$ cat src/hw/pm_pkg.sv
// Constants for the peripheral pin multiplexer
package pm_pkg;

  // Register addresses in the special-function space
  localparam logic [7:0] PM_ADDR_PORT0_LATCH = 8'h80;
  localparam logic [7:0] PM_ADDR_PORT1_LATCH = 8'h90;
  localparam logic [7:0] PM_ADDR_PORT2_LATCH = 8'hA0;
  localparam logic [7:0] PM_ADDR_LOC_SEL     = 8'hF1;
  localparam logic [7:0] PM_ADDR_ANALOG_EN   = 8'hF2;
  localparam logic [7:0] PM_ADDR_PORT0_FSEL  = 8'hF3;
  localparam logic [7:0] PM_ADDR_PORT1_FSEL  = 8'hF4;
  localparam logic [7:0] PM_ADDR_PORT2_FSEL  = 8'hF5;
  localparam logic [7:0] PM_ADDR_PORT0_DIR   = 8'hFD;
  localparam logic [7:0] PM_ADDR_PORT1_DIR   = 8'hFE;
  localparam logic [7:0] PM_ADDR_PORT2_DIR   = 8'hFF;

  // Reset values
  localparam logic [7:0] PM_RST_PORT01_LATCH = 8'hFF;
  localparam logic [4:0] PM_RST_PORT2_LATCH  = 5'h1F;
  localparam logic [7:0] PM_RST_ZERO         = 8'h00;

  // Writable masks; other bits read as zero
  localparam logic [7:0] PM_MASK_LOC_SEL = 8'h73;
  localparam logic [7:0] PM_MASK_P2_FSEL = 8'h7F;
  localparam logic [7:0] PM_MASK_P2_DIR  = 8'hDF;

  // Field positions
  localparam int PM_BIT_T1_LOC    = 6;
  localparam int PM_BIT_T3_LOC    = 5;
  localparam int PM_BIT_T4_LOC    = 4;
  localparam int PM_BIT_S1_LOC    = 1;
  localparam int PM_BIT_S0_LOC    = 0;
  localparam int PM_BIT_S0S1_PRI  = 6;
  localparam int PM_BIT_S1T3_PRI  = 5;
  localparam int PM_BIT_T1T4_PRI  = 4;
  localparam int PM_BIT_S0T1_PRI  = 3;
  localparam int PM_P0_PRI_HI     = 7;
  localparam int PM_P0_PRI_LO     = 6;

  // Port 0 priority field values
  localparam logic [1:0] PM_P0PRI_S0 = 2'h0;
  localparam logic [1:0] PM_P0PRI_S1 = 2'h1;

  // Peripheral unit indices
  localparam int PM_U_S0   = 0;
  localparam int PM_U_S1   = 1;
  localparam int PM_U_T1   = 2;
  localparam int PM_U_T3   = 3;
  localparam int PM_U_T4   = 4;
  localparam int PM_UNITS  = 5;

  // Pin positions; serial index 0 rx/miso, 1 tx/mosi, 2 rts/sck, 3 cts/ssn
  localparam logic [3:0][2:0] PM_S0_ALT1_POS = {3'h4, 3'h5, 3'h3, 3'h2};
  localparam logic [3:0][2:0] PM_S0_ALT2_POS = {3'h2, 3'h3, 3'h5, 3'h4};
  localparam logic [3:0][2:0] PM_S1_ALT1_POS = {3'h2, 3'h3, 3'h4, 3'h5};
  localparam logic [3:0][2:0] PM_S1_ALT2_POS = {3'h4, 3'h5, 3'h6, 3'h7};
  localparam logic [2:0][2:0] PM_T1_ALT1_POS = {3'h4, 3'h3, 3'h2};
  localparam logic [2:0][2:0] PM_T1_ALT2_POS = {3'h0, 3'h1, 3'h2};
  localparam logic [1:0][2:0] PM_T3_ALT1_POS = {3'h4, 3'h3};
  localparam logic [1:0][2:0] PM_T3_ALT2_POS = {3'h7, 3'h6};
  localparam logic [1:0][2:0] PM_T4_ALT1_POS = {3'h1, 3'h0};
  localparam logic [1:0][2:0] PM_T4_ALT2_POS = {3'h3, 3'h0};

  // Fixed pins of port 2; first radio test pin of port 1
  localparam int PM_P2_TRIG = 0;
  localparam int PM_P2_DD   = 1;
  localparam int PM_P2_DC   = 2;
  localparam int PM_P2_Q1   = 3;
  localparam int PM_P2_Q2   = 4;
  localparam int PM_P1_TEST = 4;

endpackage
$ cat src/hw/pm_pin_mux.sv
// Pin multiplexer for ports 0 to 2 with its configuration registers
`timescale 1ns/100ps

// Notes on behaviour
// Timer 1 location bit 6 picks alternative
// Timer 3 location bit 5 picks alternative
// Timer 4 location bit 4 picks alternative
// Serial 0 location bit 0 picks alternative
// Serial 1 location bit 1 picks alternative
// Timer 1 three bidir channels; timers 3/4 two
// Port 0 priority: 00 s0, 01 s1, else timer1
// Serial 0 without flow control frees flow pins
// Serial 1 without flow control frees flow pins
// Port 1: serial 0 wins when both bits low
// Serial 0 on port 1 frees flow pins
// Port 1: serial 1 wins per its bits
// Port 1: timer 1 wins per its bits
// Port 1: timer 3 wins when its bit set
// Port 1: timer 4 wins when its bit set
// Analog enable bits make port 0 analog inputs
// Analog enable overrides port 0 function select
// Software sets trigger pin as input first
// Debug owns data and clock pins while active
// Slow clock select low gives crystal pins analog
// Radio test forces port 1 upper outputs
// Function select bit: 0 gpio, 1 peripheral
// Port 1 priority bits in port 2 select
// Port 0 priority field in port 2 direction
module pm_pin_mux
  import pm_pkg::*;
#(
  parameter int P2_PINS = 5
)
(
  input  wire logic       clock,
  input  wire logic       rst_n,
  // Register port
  input  wire logic [7:0] sfr_addr,
  input  wire logic       sfr_wr_en,
  input  wire logic [7:0] sfr_wdata,
  input  wire logic       sfr_rd_en,
  input  wire logic       sfr_rmw,
  output logic      [7:0] sfr_rdata,
  // Pads
  input  wire logic [7:0] p0_in,
  output logic      [7:0] p0_out,
  output logic      [7:0] p0_oe,
  output logic      [7:0] p0_analog_en,
  input  wire logic [7:0] p1_in,
  output logic      [7:0] p1_out,
  output logic      [7:0] p1_oe,
  input  wire logic [4:0] p2_in,
  output logic      [4:0] p2_out,
  output logic      [4:0] p2_oe,
  output logic            xosc_pins_analog,
  // Serial units
  input  wire logic       s0_sync_mode,
  input  wire logic       s0_flow_en,
  input  wire logic [3:0] s0_out,
  input  wire logic [3:0] s0_oe,
  output logic      [3:0] s0_in,
  input  wire logic       s1_sync_mode,
  input  wire logic       s1_flow_en,
  input  wire logic [3:0] s1_out,
  input  wire logic [3:0] s1_oe,
  output logic      [3:0] s1_in,
  // Timers
  input  wire logic [2:0] t1_out,
  input  wire logic [2:0] t1_oe,
  output logic      [2:0] t1_in,
  input  wire logic [1:0] t3_out,
  input  wire logic [1:0] t4_out,
  // Converter trigger, debug, clock and radio test
  output logic            adc_ext_trigger,
  input  wire logic       debug_active,
  input  wire logic       debug_dd_out,
  input  wire logic       debug_dd_oe,
  output logic            debug_dd_in,
  output logic            debug_dc_in,
  input  wire logic       slow_clock_source_sel,
  input  wire logic       radio_test_en,
  input  wire logic [3:0] radio_status
);

  if (P2_PINS != 5) begin : g_bad_p2
    $error("Port 2 must have exactly five pins");
  end

  ////////////////////////////////////////////////////////////////////////////
  // Registers

  logic [7:0] port0_latch_reg;
  logic [7:0] port1_latch_reg;
  logic [4:0] port2_latch_reg;
  logic [7:0] peripheral_location_select_reg;
  logic [7:0] analog_input_enable_reg;
  logic [7:0] port0_function_select_reg;
  logic [7:0] port1_function_select_reg;
  logic [7:0] port2_function_select_reg;
  logic [7:0] port0_direction_reg;
  logic [7:0] port1_direction_reg;
  logic [7:0] port2_direction_reg;

  always_ff @(posedge clock or negedge rst_n)
  begin
    if (!rst_n)
    begin
      port0_latch_reg <= PM_RST_PORT01_LATCH;
      port1_latch_reg <= PM_RST_PORT01_LATCH;
      port2_latch_reg <= PM_RST_PORT2_LATCH;
    end
    else if (sfr_wr_en)
    begin
      if (sfr_addr == PM_ADDR_PORT0_LATCH)
        port0_latch_reg <= sfr_wdata;
      if (sfr_addr == PM_ADDR_PORT1_LATCH)
        port1_latch_reg <= sfr_wdata;
      if (sfr_addr == PM_ADDR_PORT2_LATCH)
        port2_latch_reg <= sfr_wdata[4:0];
    end
  end

  always_ff @(posedge clock or negedge rst_n)
  begin
    if (!rst_n)
    begin
      peripheral_location_select_reg <= PM_RST_ZERO;
      analog_input_enable_reg        <= PM_RST_ZERO;
      port0_function_select_reg      <= PM_RST_ZERO;
      port1_function_select_reg      <= PM_RST_ZERO;
      port2_function_select_reg      <= PM_RST_ZERO;
      port0_direction_reg            <= PM_RST_ZERO;
      port1_direction_reg            <= PM_RST_ZERO;
      port2_direction_reg            <= PM_RST_ZERO;
    end
    else if (sfr_wr_en)
    begin
      unique case (sfr_addr)
        PM_ADDR_LOC_SEL:
          peripheral_location_select_reg <= sfr_wdata & PM_MASK_LOC_SEL;
        PM_ADDR_ANALOG_EN:   analog_input_enable_reg   <= sfr_wdata;
        PM_ADDR_PORT0_FSEL:  port0_function_select_reg <= sfr_wdata;
        PM_ADDR_PORT1_FSEL:  port1_function_select_reg <= sfr_wdata;
        PM_ADDR_PORT2_FSEL:
          port2_function_select_reg <= sfr_wdata & PM_MASK_P2_FSEL;
        PM_ADDR_PORT0_DIR:   port0_direction_reg <= sfr_wdata;
        PM_ADDR_PORT1_DIR:   port1_direction_reg <= sfr_wdata;
        PM_ADDR_PORT2_DIR:
          port2_direction_reg <= sfr_wdata & PM_MASK_P2_DIR;
        default: ;
      endcase
    end
  end

  // Ports read pin levels, except in read-modify-write where the latch is used
  always_ff @(posedge clock or negedge rst_n)
  begin
    if (!rst_n)
      sfr_rdata <= PM_RST_ZERO;
    else if (sfr_rd_en)
    begin
      unique case (sfr_addr)
        PM_ADDR_PORT0_LATCH: sfr_rdata <= sfr_rmw ? port0_latch_reg : p0_in;
        PM_ADDR_PORT1_LATCH: sfr_rdata <= sfr_rmw ? port1_latch_reg : p1_in;
        PM_ADDR_PORT2_LATCH:
          sfr_rdata <= {3'h0, sfr_rmw ? port2_latch_reg : p2_in};
        PM_ADDR_LOC_SEL:     sfr_rdata <= peripheral_location_select_reg;
        PM_ADDR_ANALOG_EN:   sfr_rdata <= analog_input_enable_reg;
        PM_ADDR_PORT0_FSEL:  sfr_rdata <= port0_function_select_reg;
        PM_ADDR_PORT1_FSEL:  sfr_rdata <= port1_function_select_reg;
        PM_ADDR_PORT2_FSEL:  sfr_rdata <= port2_function_select_reg;
        PM_ADDR_PORT0_DIR:   sfr_rdata <= port0_direction_reg;
        PM_ADDR_PORT1_DIR:   sfr_rdata <= port1_direction_reg;
        PM_ADDR_PORT2_DIR:   sfr_rdata <= port2_direction_reg;
        default:             sfr_rdata <= PM_RST_ZERO;
      endcase
    end
  end

  ////////////////////////////////////////////////////////////////////////////
  // Priority

  logic [1:0] port0_priority_sel;
  logic [3:0] port1_priority;

  assign port0_priority_sel = port2_direction_reg[PM_P0_PRI_HI:PM_P0_PRI_LO];
  assign port1_priority = {port2_function_select_reg[PM_BIT_S0S1_PRI],
                           port2_function_select_reg[PM_BIT_S1T3_PRI],
                           port2_function_select_reg[PM_BIT_T1T4_PRI],
                           port2_function_select_reg[PM_BIT_S0T1_PRI]};

  function automatic logic [1:0] pm_p0_rank(input logic [1:0] pri, input logic [2:0] u);
    logic [1:0] r;
    r = 2'h3;
    if (pri == PM_P0PRI_S0)
    begin
      if (u == 3'(PM_U_S0)) r = 2'h0;
      if (u == 3'(PM_U_S1)) r = 2'h1;
      if (u == 3'(PM_U_T1)) r = 2'h2;
    end
    else if (pri == PM_P0PRI_S1)
    begin
      if (u == 3'(PM_U_S1)) r = 2'h0;
      if (u == 3'(PM_U_S0)) r = 2'h1;
      if (u == 3'(PM_U_T1)) r = 2'h2;
    end
    else
    begin
      if (u == 3'(PM_U_T1)) r = 2'h0;
      if (u == 3'(PM_U_S0)) r = 2'h1;
      if (u == 3'(PM_U_S1)) r = 2'h2;
    end
    return r;
  endfunction

  // True when unit a takes a pin from unit b; unlisted pairs fall to index order
  function automatic logic pm_beats(input logic [1:0] port, input logic [2:0] a,
                                    input logic [2:0] b, input logic [1:0] p0,
                                    input logic [3:0] p1);
    logic w;
    w = (a < b);
    if (port == 2'h0)
      w = (pm_p0_rank(p0, a) < pm_p0_rank(p0, b));
    else if (port == 2'h1)
    begin
      if (a == 3'(PM_U_S0) && b == 3'(PM_U_S1)) w = !p1[3];
      if (a == 3'(PM_U_S1) && b == 3'(PM_U_S0)) w = p1[3];
      if (a == 3'(PM_U_S1) && b == 3'(PM_U_T3)) w = !p1[2];
      if (a == 3'(PM_U_T3) && b == 3'(PM_U_S1)) w = p1[2];
      if (a == 3'(PM_U_T1) && b == 3'(PM_U_T4)) w = !p1[1];
      if (a == 3'(PM_U_T4) && b == 3'(PM_U_T1)) w = p1[1];
      if (a == 3'(PM_U_S0) && b == 3'(PM_U_T1)) w = !p1[0];
      if (a == 3'(PM_U_T1) && b == 3'(PM_U_S0)) w = p1[0];
    end
    return w;
  endfunction

  ////////////////////////////////////////////////////////////////////////////
  // Claims and arbitration

  logic [PM_UNITS-1:0] claim    [3][8];
  logic [PM_UNITS-1:0] drv_out  [3][8];
  logic [PM_UNITS-1:0] drv_oe   [3][8];
  logic [7:0]          pin_in   [3];
  logic                win_v    [3][8];
  logic [2:0]          win_u    [3][8];
  logic                ok_flag;
  logic [1:0]          pt;
  logic [2:0]          pos;
  logic                use_sig;
  logic [3:0]          s0_in_next;
  logic [3:0]          s1_in_next;
  logic [2:0]          t1_in_next;

  assign pin_in[0] = p0_in;
  assign pin_in[1] = p1_in;
  assign pin_in[2] = {3'h0, p2_in};

  always_comb
  begin
    for (int p = 0; p < 3; p++)
      for (int n = 0; n < 8; n++)
      begin
        claim[p][n]   = '0;
        drv_out[p][n] = '0;
        drv_oe[p][n]  = '0;
      end
    pt         = 2'h0;
    pos        = 3'h0;
    use_sig    = 1'b0;
    s0_in_next = '0;
    s1_in_next = '0;
    t1_in_next = '0;
    for (int i = 0; i < 4; i++)
    begin
      // Flow pins are only taken in sync mode or with flow control
      use_sig = s0_sync_mode || s0_flow_en || (i < 2);
      pt  = peripheral_location_select_reg[PM_BIT_S0_LOC] ? 2'h1 : 2'h0;
      pos = peripheral_location_select_reg[PM_BIT_S0_LOC] ?
            PM_S0_ALT2_POS[i] : PM_S0_ALT1_POS[i];
      s0_in_next[i] = pin_in[pt][pos];
      claim[pt][pos][PM_U_S0]   = use_sig;
      drv_out[pt][pos][PM_U_S0] = s0_out[i];
      drv_oe[pt][pos][PM_U_S0]  = s0_oe[i];
      use_sig = s1_sync_mode || s1_flow_en || (i < 2);
      pt  = peripheral_location_select_reg[PM_BIT_S1_LOC] ? 2'h1 : 2'h0;
      pos = peripheral_location_select_reg[PM_BIT_S1_LOC] ?
            PM_S1_ALT2_POS[i] : PM_S1_ALT1_POS[i];
      s1_in_next[i] = pin_in[pt][pos];
      claim[pt][pos][PM_U_S1]   = use_sig;
      drv_out[pt][pos][PM_U_S1] = s1_out[i];
      drv_oe[pt][pos][PM_U_S1]  = s1_oe[i];
    end
    for (int i = 0; i < 3; i++)
    begin
      pt  = peripheral_location_select_reg[PM_BIT_T1_LOC] ? 2'h1 : 2'h0;
      pos = peripheral_location_select_reg[PM_BIT_T1_LOC] ?
            PM_T1_ALT2_POS[i] : PM_T1_ALT1_POS[i];
      t1_in_next[i] = pin_in[pt][pos];
      claim[pt][pos][PM_U_T1]   = 1'b1;
      drv_out[pt][pos][PM_U_T1] = t1_out[i];
      drv_oe[pt][pos][PM_U_T1]  = t1_oe[i];
    end
    for (int i = 0; i < 2; i++)
    begin
      pos = peripheral_location_select_reg[PM_BIT_T3_LOC] ?
            PM_T3_ALT2_POS[i] : PM_T3_ALT1_POS[i];
      claim[1][pos][PM_U_T3]   = 1'b1;
      drv_out[1][pos][PM_U_T3] = t3_out[i];
      drv_oe[1][pos][PM_U_T3]  = 1'b1;
      pt  = peripheral_location_select_reg[PM_BIT_T4_LOC] ? 2'h2 : 2'h1;
      pos = peripheral_location_select_reg[PM_BIT_T4_LOC] ?
            PM_T4_ALT2_POS[i] : PM_T4_ALT1_POS[i];
      claim[pt][pos][PM_U_T4]   = 1'b1;
      drv_out[pt][pos][PM_U_T4] = t4_out[i];
      drv_oe[pt][pos][PM_U_T4]  = 1'b1;
    end
  end

  always_comb
  begin
    ok_flag = 1'b0;
    for (int p = 0; p < 3; p++)
      for (int n = 0; n < 8; n++)
      begin
        win_v[p][n] = 1'b0;
        win_u[p][n] = 3'h0;
        for (int a = 0; a < PM_UNITS; a++)
          if (claim[p][n][a] && !win_v[p][n])
          begin
            ok_flag = 1'b1;
            for (int b = 0; b < PM_UNITS; b++)
              if (b != a && claim[p][n][b] &&
                  !pm_beats(2'(p), 3'(a), 3'(b), port0_priority_sel, port1_priority))
                ok_flag = 1'b0;
            if (ok_flag)
            begin
              win_v[p][n] = 1'b1;
              win_u[p][n] = 3'(a);
            end
          end
        // Cyclic priority cannot leave a pin ownerless
        if (!win_v[p][n])
          for (int a = PM_UNITS - 1; a >= 0; a--)
            if (claim[p][n][a])
            begin
              win_v[p][n] = 1'b1;
              win_u[p][n] = 3'(a);
            end
      end
  end

  ////////////////////////////////////////////////////////////////////////////
  // Pin resolution and overrides

  logic [7:0] fsel     [3];
  logic [7:0] latch    [3];
  logic [7:0] dir      [3];
  logic [7:0] out_next [3];
  logic [7:0] oe_next  [3];
  logic [7:0] ana_next;

  assign fsel[0]  = port0_function_select_reg;
  assign fsel[1]  = port1_function_select_reg;
  assign fsel[2]  = {3'h0, port2_function_select_reg[2:1], 2'h0,
                     port2_function_select_reg[0]};
  assign latch[0] = port0_latch_reg;
  assign latch[1] = port1_latch_reg;
  assign latch[2] = {3'h0, port2_latch_reg};
  assign dir[0]   = port0_direction_reg;
  assign dir[1]   = port1_direction_reg;
  assign dir[2]   = {3'h0, port2_direction_reg[4:0]};

  always_comb
  begin
    ana_next = '0;
    for (int p = 0; p < 3; p++)
      for (int n = 0; n < 8; n++)
      begin
        out_next[p][n] = latch[p][n];
        oe_next[p][n]  = dir[p][n];
        if (fsel[p][n])
        begin
          out_next[p][n] = win_v[p][n] && drv_out[p][n][win_u[p][n]];
          oe_next[p][n]  = win_v[p][n] && drv_oe[p][n][win_u[p][n]];
        end
      end
    // Analog inputs win over the function select
    for (int n = 0; n < 8; n++)
      if (analog_input_enable_reg[n])
      begin
        oe_next[0][n] = 1'b0;
        ana_next[n]   = 1'b1;
      end
    for (int n = PM_P1_TEST; n < 8; n++)
      if (radio_test_en)
      begin
        out_next[1][n] = radio_status[n - PM_P1_TEST];
        oe_next[1][n]  = 1'b1;
      end
    if (debug_active)
    begin
      out_next[2][PM_P2_DD] = debug_dd_out;
      oe_next[2][PM_P2_DD]  = debug_dd_oe;
      out_next[2][PM_P2_DC] = 1'b0;
      oe_next[2][PM_P2_DC]  = 1'b0;
    end
    if (!slow_clock_source_sel)
    begin
      oe_next[2][PM_P2_Q1] = 1'b0;
      oe_next[2][PM_P2_Q2] = 1'b0;
    end
  end

  ////////////////////////////////////////////////////////////////////////////
  // Output flops; pads see changes one cycle after the cause

  always_ff @(posedge clock or negedge rst_n)
  begin
    if (!rst_n)
    begin
      p0_out           <= '0;
      p0_oe            <= '0;
      p0_analog_en     <= '0;
      p1_out           <= '0;
      p1_oe            <= '0;
      p2_out           <= '0;
      p2_oe            <= '0;
      xosc_pins_analog <= 1'b0;
    end
    else
    begin
      p0_out           <= out_next[0];
      p0_oe            <= oe_next[0];
      p0_analog_en     <= ana_next;
      p1_out           <= out_next[1];
      p1_oe            <= oe_next[1];
      p2_out           <= out_next[2][4:0];
      p2_oe            <= oe_next[2][4:0];
      xosc_pins_analog <= !slow_clock_source_sel;
    end
  end

  always_ff @(posedge clock or negedge rst_n)
  begin
    if (!rst_n)
    begin
      s0_in           <= '0;
      s1_in           <= '0;
      t1_in           <= '0;
      adc_ext_trigger <= 1'b0;
      debug_dd_in     <= 1'b0;
      debug_dc_in     <= 1'b0;
    end
    else
    begin
      s0_in           <= s0_in_next;
      s1_in           <= s1_in_next;
      t1_in           <= t1_in_next;
      // Valid only when software leaves the pin a gpio input
      adc_ext_trigger <= p2_in[PM_P2_TRIG];
      debug_dd_in     <= p2_in[PM_P2_DD];
      debug_dc_in     <= p2_in[PM_P2_DC];
    end
  end

endmodule

$ cat config.mk
export PLATFORM = sky130hd
export DESIGN_NAME = pm_pin_mux
export DESIGN_NICKNAME = d
export VERILOG_FILES = /design/src/hw/pm_pkg.sv /design/src/hw/pm_pin_mux.sv
export SDC_FILE = /design/constraint.sdc
export NUM_CORES = 1
export LEC_CHECK = 0
export ABC_AREA = 1
export BUFFER_PORTS_ARGS = -buffer_cell sky130_fd_sc_hd__buf_4
export CAP_MARGIN = 20
export CORE_MARGIN = 8
export CORE_UTILIZATION = 45
export CTS_CLUSTER_DIAMETER = 60
export DETAILED_ROUTE_END_ITERATION = 10
export HOLD_SLACK_MARGIN = 0.12
export PLACE_DENSITY = 0.68
export SLEW_MARGIN = 20
export SYNTH_ARGS = -nofsm -noshare
export SYNTH_HDL_FRONTEND = slang
export SYNTH_SLANG_ARGS = --single-unit
$ cat constraint.sdc
create_clock -name clock -period 2.35 [get_ports clock]
set_input_delay 0.235 -clock clock [delete_from_list [all_inputs] [get_ports clock]]
set_output_delay 0.235 -clock clock [all_outputs]
set_load 0.005 [all_outputs]
After elaboration in Yosys (flattened, before gate mapping) --
Index checks and enable logic that the tools add are counted.
Storage, ports and cells: bits in registers 153, logic and storage cells 2435
Operators by class: order comparisons 183, eq/ne operators 12, muxes and demuxes 1531, bitwise logic cells 33, reductions and logical operators 650
Operator list (count):
- bitwise mux 120 bit | 26
- bitwise OR 120 bit | 10
- demux 40 bit (select 2 bit) | 13
- 2-to-1 mux 1 bit | 1024
- 2-to-1 mux 3 bit | 239
- 2-to-1 mux 40 bit | 12
- logical AND 1 bit | 355
- logical NOT 1 bit | 281
- 2-to-1 mux 2 bit | 137
- bitwise AND 120 bit | 2
- demux 5 bit (select 3 bit) | 13
- bitwise OR 40 bit | 4
- binary-select mux 1 bit (select 3 bit) | 48
- < comparator 3 x 4 -> 1 bit (second input constant) | 28
- < comparator 2 bit | 48
- < comparator 2 bit (first input constant) | 48
- == test 8 bit (second input constant) | 11
- one-hot mux 8 bit (11 select lines) | 1
- bitwise mux 40 bit | 2
- 2-to-1 mux 8 bit | 8
- greater-or-equal comparator 4 bit (second input constant) | 13
- < comparator 4 x 1 -> 1 bit (second input constant) | 13
- binary-select mux 8 bit (select 2 bit) | 3
- < comparator 2 bit (second input constant) | 24
- 14 further kinds | 46

Longest topological paths before layout --
depth after elaboration 101, depth in mapped cells 10, depth with buffers taken out 10

Least setup slack after synthesis --
No wires, ideal clock.
path type register to register, start reg peripheral_location_select_reg[1], end reg p1_oe[6], library setup time 0.128 ns, arrival time 1.237 ns, data required time 2.222 ns, path slack 0.985 ns, stages on the path, launching flop included 7, path buffers 1, clock period less this slack 1.365 ns, cells stage by stage dfrtp_1 buf_4 inv_1 o21ai_0 o21ai_0 a21oi_1 o21ai_0
RTL lines:
- start, declared | line pm_pin_mux.sv:95 | logic [7:0] peripheral_location_select_reg;
- start signal, assigned | line pm_pin_mux.sv:140 | peripheral_location_select_reg <= sfr_wdata & PM_MASK_LOC_SEL;
- end signal, assigned | line pm_pin_mux.sv:437 | p1_oe <= oe_next[1];
- end, declared | line pm_pin_mux.sv:51 | output logic [7:0] p1_oe,

==> reports/qor.csv <==
stage,metric,value,unit
outcome,status,finished clean,
clocking,clockRootBuffer,clkbuf_16,
die,die_area,0.0200,mm2
timing,worst_slack,0.620,ns
power_and_ir_drop,power_density,672,mW/mm2
power_and_ir_drop,switching_share,27.2,%
timing,setup_viol,0,
routing,drt-pass1-iter-count,5,
die,ioPinCount,154,
routing,drt-wirelength-per-cell,19.3,um
die,row_count,46,
global_routing,grt_usage,25.5,%
synth,synth-seq-area-share,54.5,%
worst_setup_path,ff2ff_path_depth,10,
clocking,htreeDepth,4,
worst_setup_path,endpoint_kind,flip-flop,
clocking,cts_tree,yes,
synth,synth-seq-cells,153,
timing,rsz0062_at_grt,no,
power_and_ir_drop,p_leak,4.52,nW
synth,syn-num-nets,953,
hold_path,worstHoldPathCells,5,
layout,fin_nets,1142,
clocking,cts.repair.resized,0,
placement,place_area,0.00846,mm2
clocking,clk_pin_slew,0.07,ns
worst_setup_path,arrival,2.02,ns
routing,ant_nets,0,
timing,worstMarginPinSlew,0.578,ns
placement,place_inst,1223,
clocking,clock_latency,0.44,ns
timing,finClkSkew,0.00744,ns
worst_setup_path,path_class,flip-flop to flip-flop,
routing,wl,24.9,mm
placement,place.gp.congestion,0.947,
timing,slew_violations,0,
worst_setup_path,r2r-end,p0_oe[4],
clocking,clock_path_buffers,2,
global_routing,gr-total-overflow,0,
clocking,cts_made_buffers,17,
run,cap_viol_max_count,0,
synth,ys_types,30,
hold_path,min-delay-start,s1_oe[0],
layout,area_growth,32.7,%
power_and_ir_drop,pwr-share-comb,11.4,%
layout,multiInputGateArea,0.00277,mm2
placement,hpwl,18.5,mm
worst_setup_path,timing.rr.start,peripheral_location_select_reg[0],
die,core,0.0157,mm2
timing,holdWs,0.138,ns
global_routing,grt_pass1_vias,6567,
power_and_ir_drop,power_frac_seq,45.6,%
timing,hold_violations,0,
routing,drt-initial-drc-count,613,
layout,final_util,60.0,%
layout,final_cells,1290,
power_and_ir_drop,p_sw,1.72,mW
placement,io_buffers,153,
hold_path,min_to,p1_oe[7],
layout,fin_area,0.00939,mm2
synth,syn-instance-count,872,
layout,diodes,0,
layout,seq_area,0.00385,mm2
hold_path,min_path_type,input port to flip-flop,
worst_setup_path,reg2reg_slack,0.62,ns
layout,drive_gt1_share,22.2,%
power_and_ir_drop,internal_power,4.59,mW
worst_setup_path,crit_required,2.64,ns
timing,relSlewSlack,61.4,%
power_and_ir_drop,power,6.31,mW
die,start_util,45.2,%
timing,clock.fmax,578,MHz
global_routing,antenna_found_initial,0,
layout,fillers,1471,
timing,fin_setup_tns,0,ns
synth,syn_area,0.00708,mm2
placement,dp_slack,0.564,ns
synth,ys_warn_count,0,
clocking,cts_setup_buffers,0,
power_and_ir_drop,clock_power_share,43.0,%
routing,vias,6760,
routing,drc_errors,0,
clocking,cts_sinks,153,
worst_setup_path,critPathLaunchType,flip-flop,
timing,fin_crit_sh,73.6,%
power_and_ir_drop,max-vdd-ir-drop,468,uV
worst_setup_path,critical_path.max_fanout,10,
global_routing,grt_max_degree,55,
synth,synth_area_per_cell,8.12,um2
routing,vias_per_cell,5.24,
timing,fin_crit,1.73,ns
die,die_h,141,um
die,chipWidth,141,um
global_routing,grt_pass1_wl,38.6,mm
worst max-delay path, stage by stage, from the launching register on:
cell and delay [ns]:
dfrtp_1 0.41, inv_2 0.20, o21ai_0 0.16, inv_1 0.12, nand2_1 0.07, nand2_1 0.21
nand2_1 0.08, nand2_1 0.07, nand2_1 0.05, nand2_1 0.08, a21oi_1 0.13
cells in the final DEF (no fill, tap or decap), types with 5 or more instances in the layout:
cell type / instances
dfstp_2: 21
a21oi_1: 21
nor2_1: 67
buf_4: 162
nand2_1: 254
inv_1: 77
nor3_1: 5
nand3_1: 71
o21ai_1: 22
dlygate4sd3_1: 35
clkbuf_16: 17
o21ai_0: 129
dfrtp_1: 132
nand3_2: 6
o211ai_1: 11
kinds of logic after synthesis:
group                  synth area share, %
DFF                                   54.5
buffers and inverters                 6.49
muxes                                0.460
and+or+nand+nor                       24.4
AOI/OAI and AO/OA                     14.2
per-layer routing:
metal,part of all wire [%],global-route usage (%),up-vias
met3,7.7,5.48,50
met5,0,0,-
met2,45,39.0,311
met4,3.6,11.6,0
met1,43,34.1,3174
li1,-,-,3225
worst max path at each step:
stage / startpoint / endpoint / slack, ns / depth (start not counted)
floorplan: peripheral_location_select_reg[1] / p1_oe[6] / 0.99 / 6
global placement: sfr_addr[5] / analog_input_enable_reg[3] / 0.60 / 8
detailed placement: sfr_addr[5] / analog_input_enable_reg[2] / 0.56 / 7
CTS: peripheral_location_select_reg[0] / p0_oe[4] / 0.68 / 10
global route: peripheral_location_select_reg[0] / p0_oe[4] / 0.54 / 10
finish: peripheral_location_select_reg[0] / p0_oe[4] / 0.62 / 10
power by group through the flow:
stage / Clock, mW / Sequential (mW) / Combinational (mW)
2_1_floorplan: 0 / 2.89 / 0.267
3_3_place_gp: 0 / 2.92 / 0.663
3_5_place_dp: 0 / 2.92 / 0.667
4_1_cts: 2.74 / 2.87 / 0.719
5_1_grt: 2.84 / 2.89 / 0.793
6_report: 2.71 / 2.88 / 0.719
Yosys cell counts, drive strengths merged:
cell type  count  area (um2)
o21ai        151         756
a21boi         2        15.0
buf           14        98.8
or2            2        12.5
dfrtp        132        3300
nand3b         1        7.51
dfstp         21         552
nand3         77         415
inv           80         300
mux2           2        22.5
nand2        256         966
o21a           1        7.51
mux2i          1        10.0
nor3           6        35.0
a21oi         21         105
clkbuf        16        60.1
nor3b          2        15.0
nor2          71         277
o211ai        11        82.6
o22ai          2        12.5
a31oi          1        6.26
o32ai          2        17.5
repair_timing:
item / 4_1_cts / 5_1_grt
hold endpoints to repair: 91 / 0
setup endpoints to repair: 0 / 0
hold buffers: 35 / 0
area by class of cell:
| cell class | instances | area share, % |
|---|---|---|
| well taps | 216 | 2.88 |
| inverters | 80 | 3.20 |
| clock buffers | 17 | 4.53 |
| repair buffers | 200 | 17.2 |
| clock inverters | 15 | 1.68 |
| flip-flops and latches | 153 | 41.0 |
| multi-input cells | 609 | 29.5 |
Power figures use the tool's default switching activity.
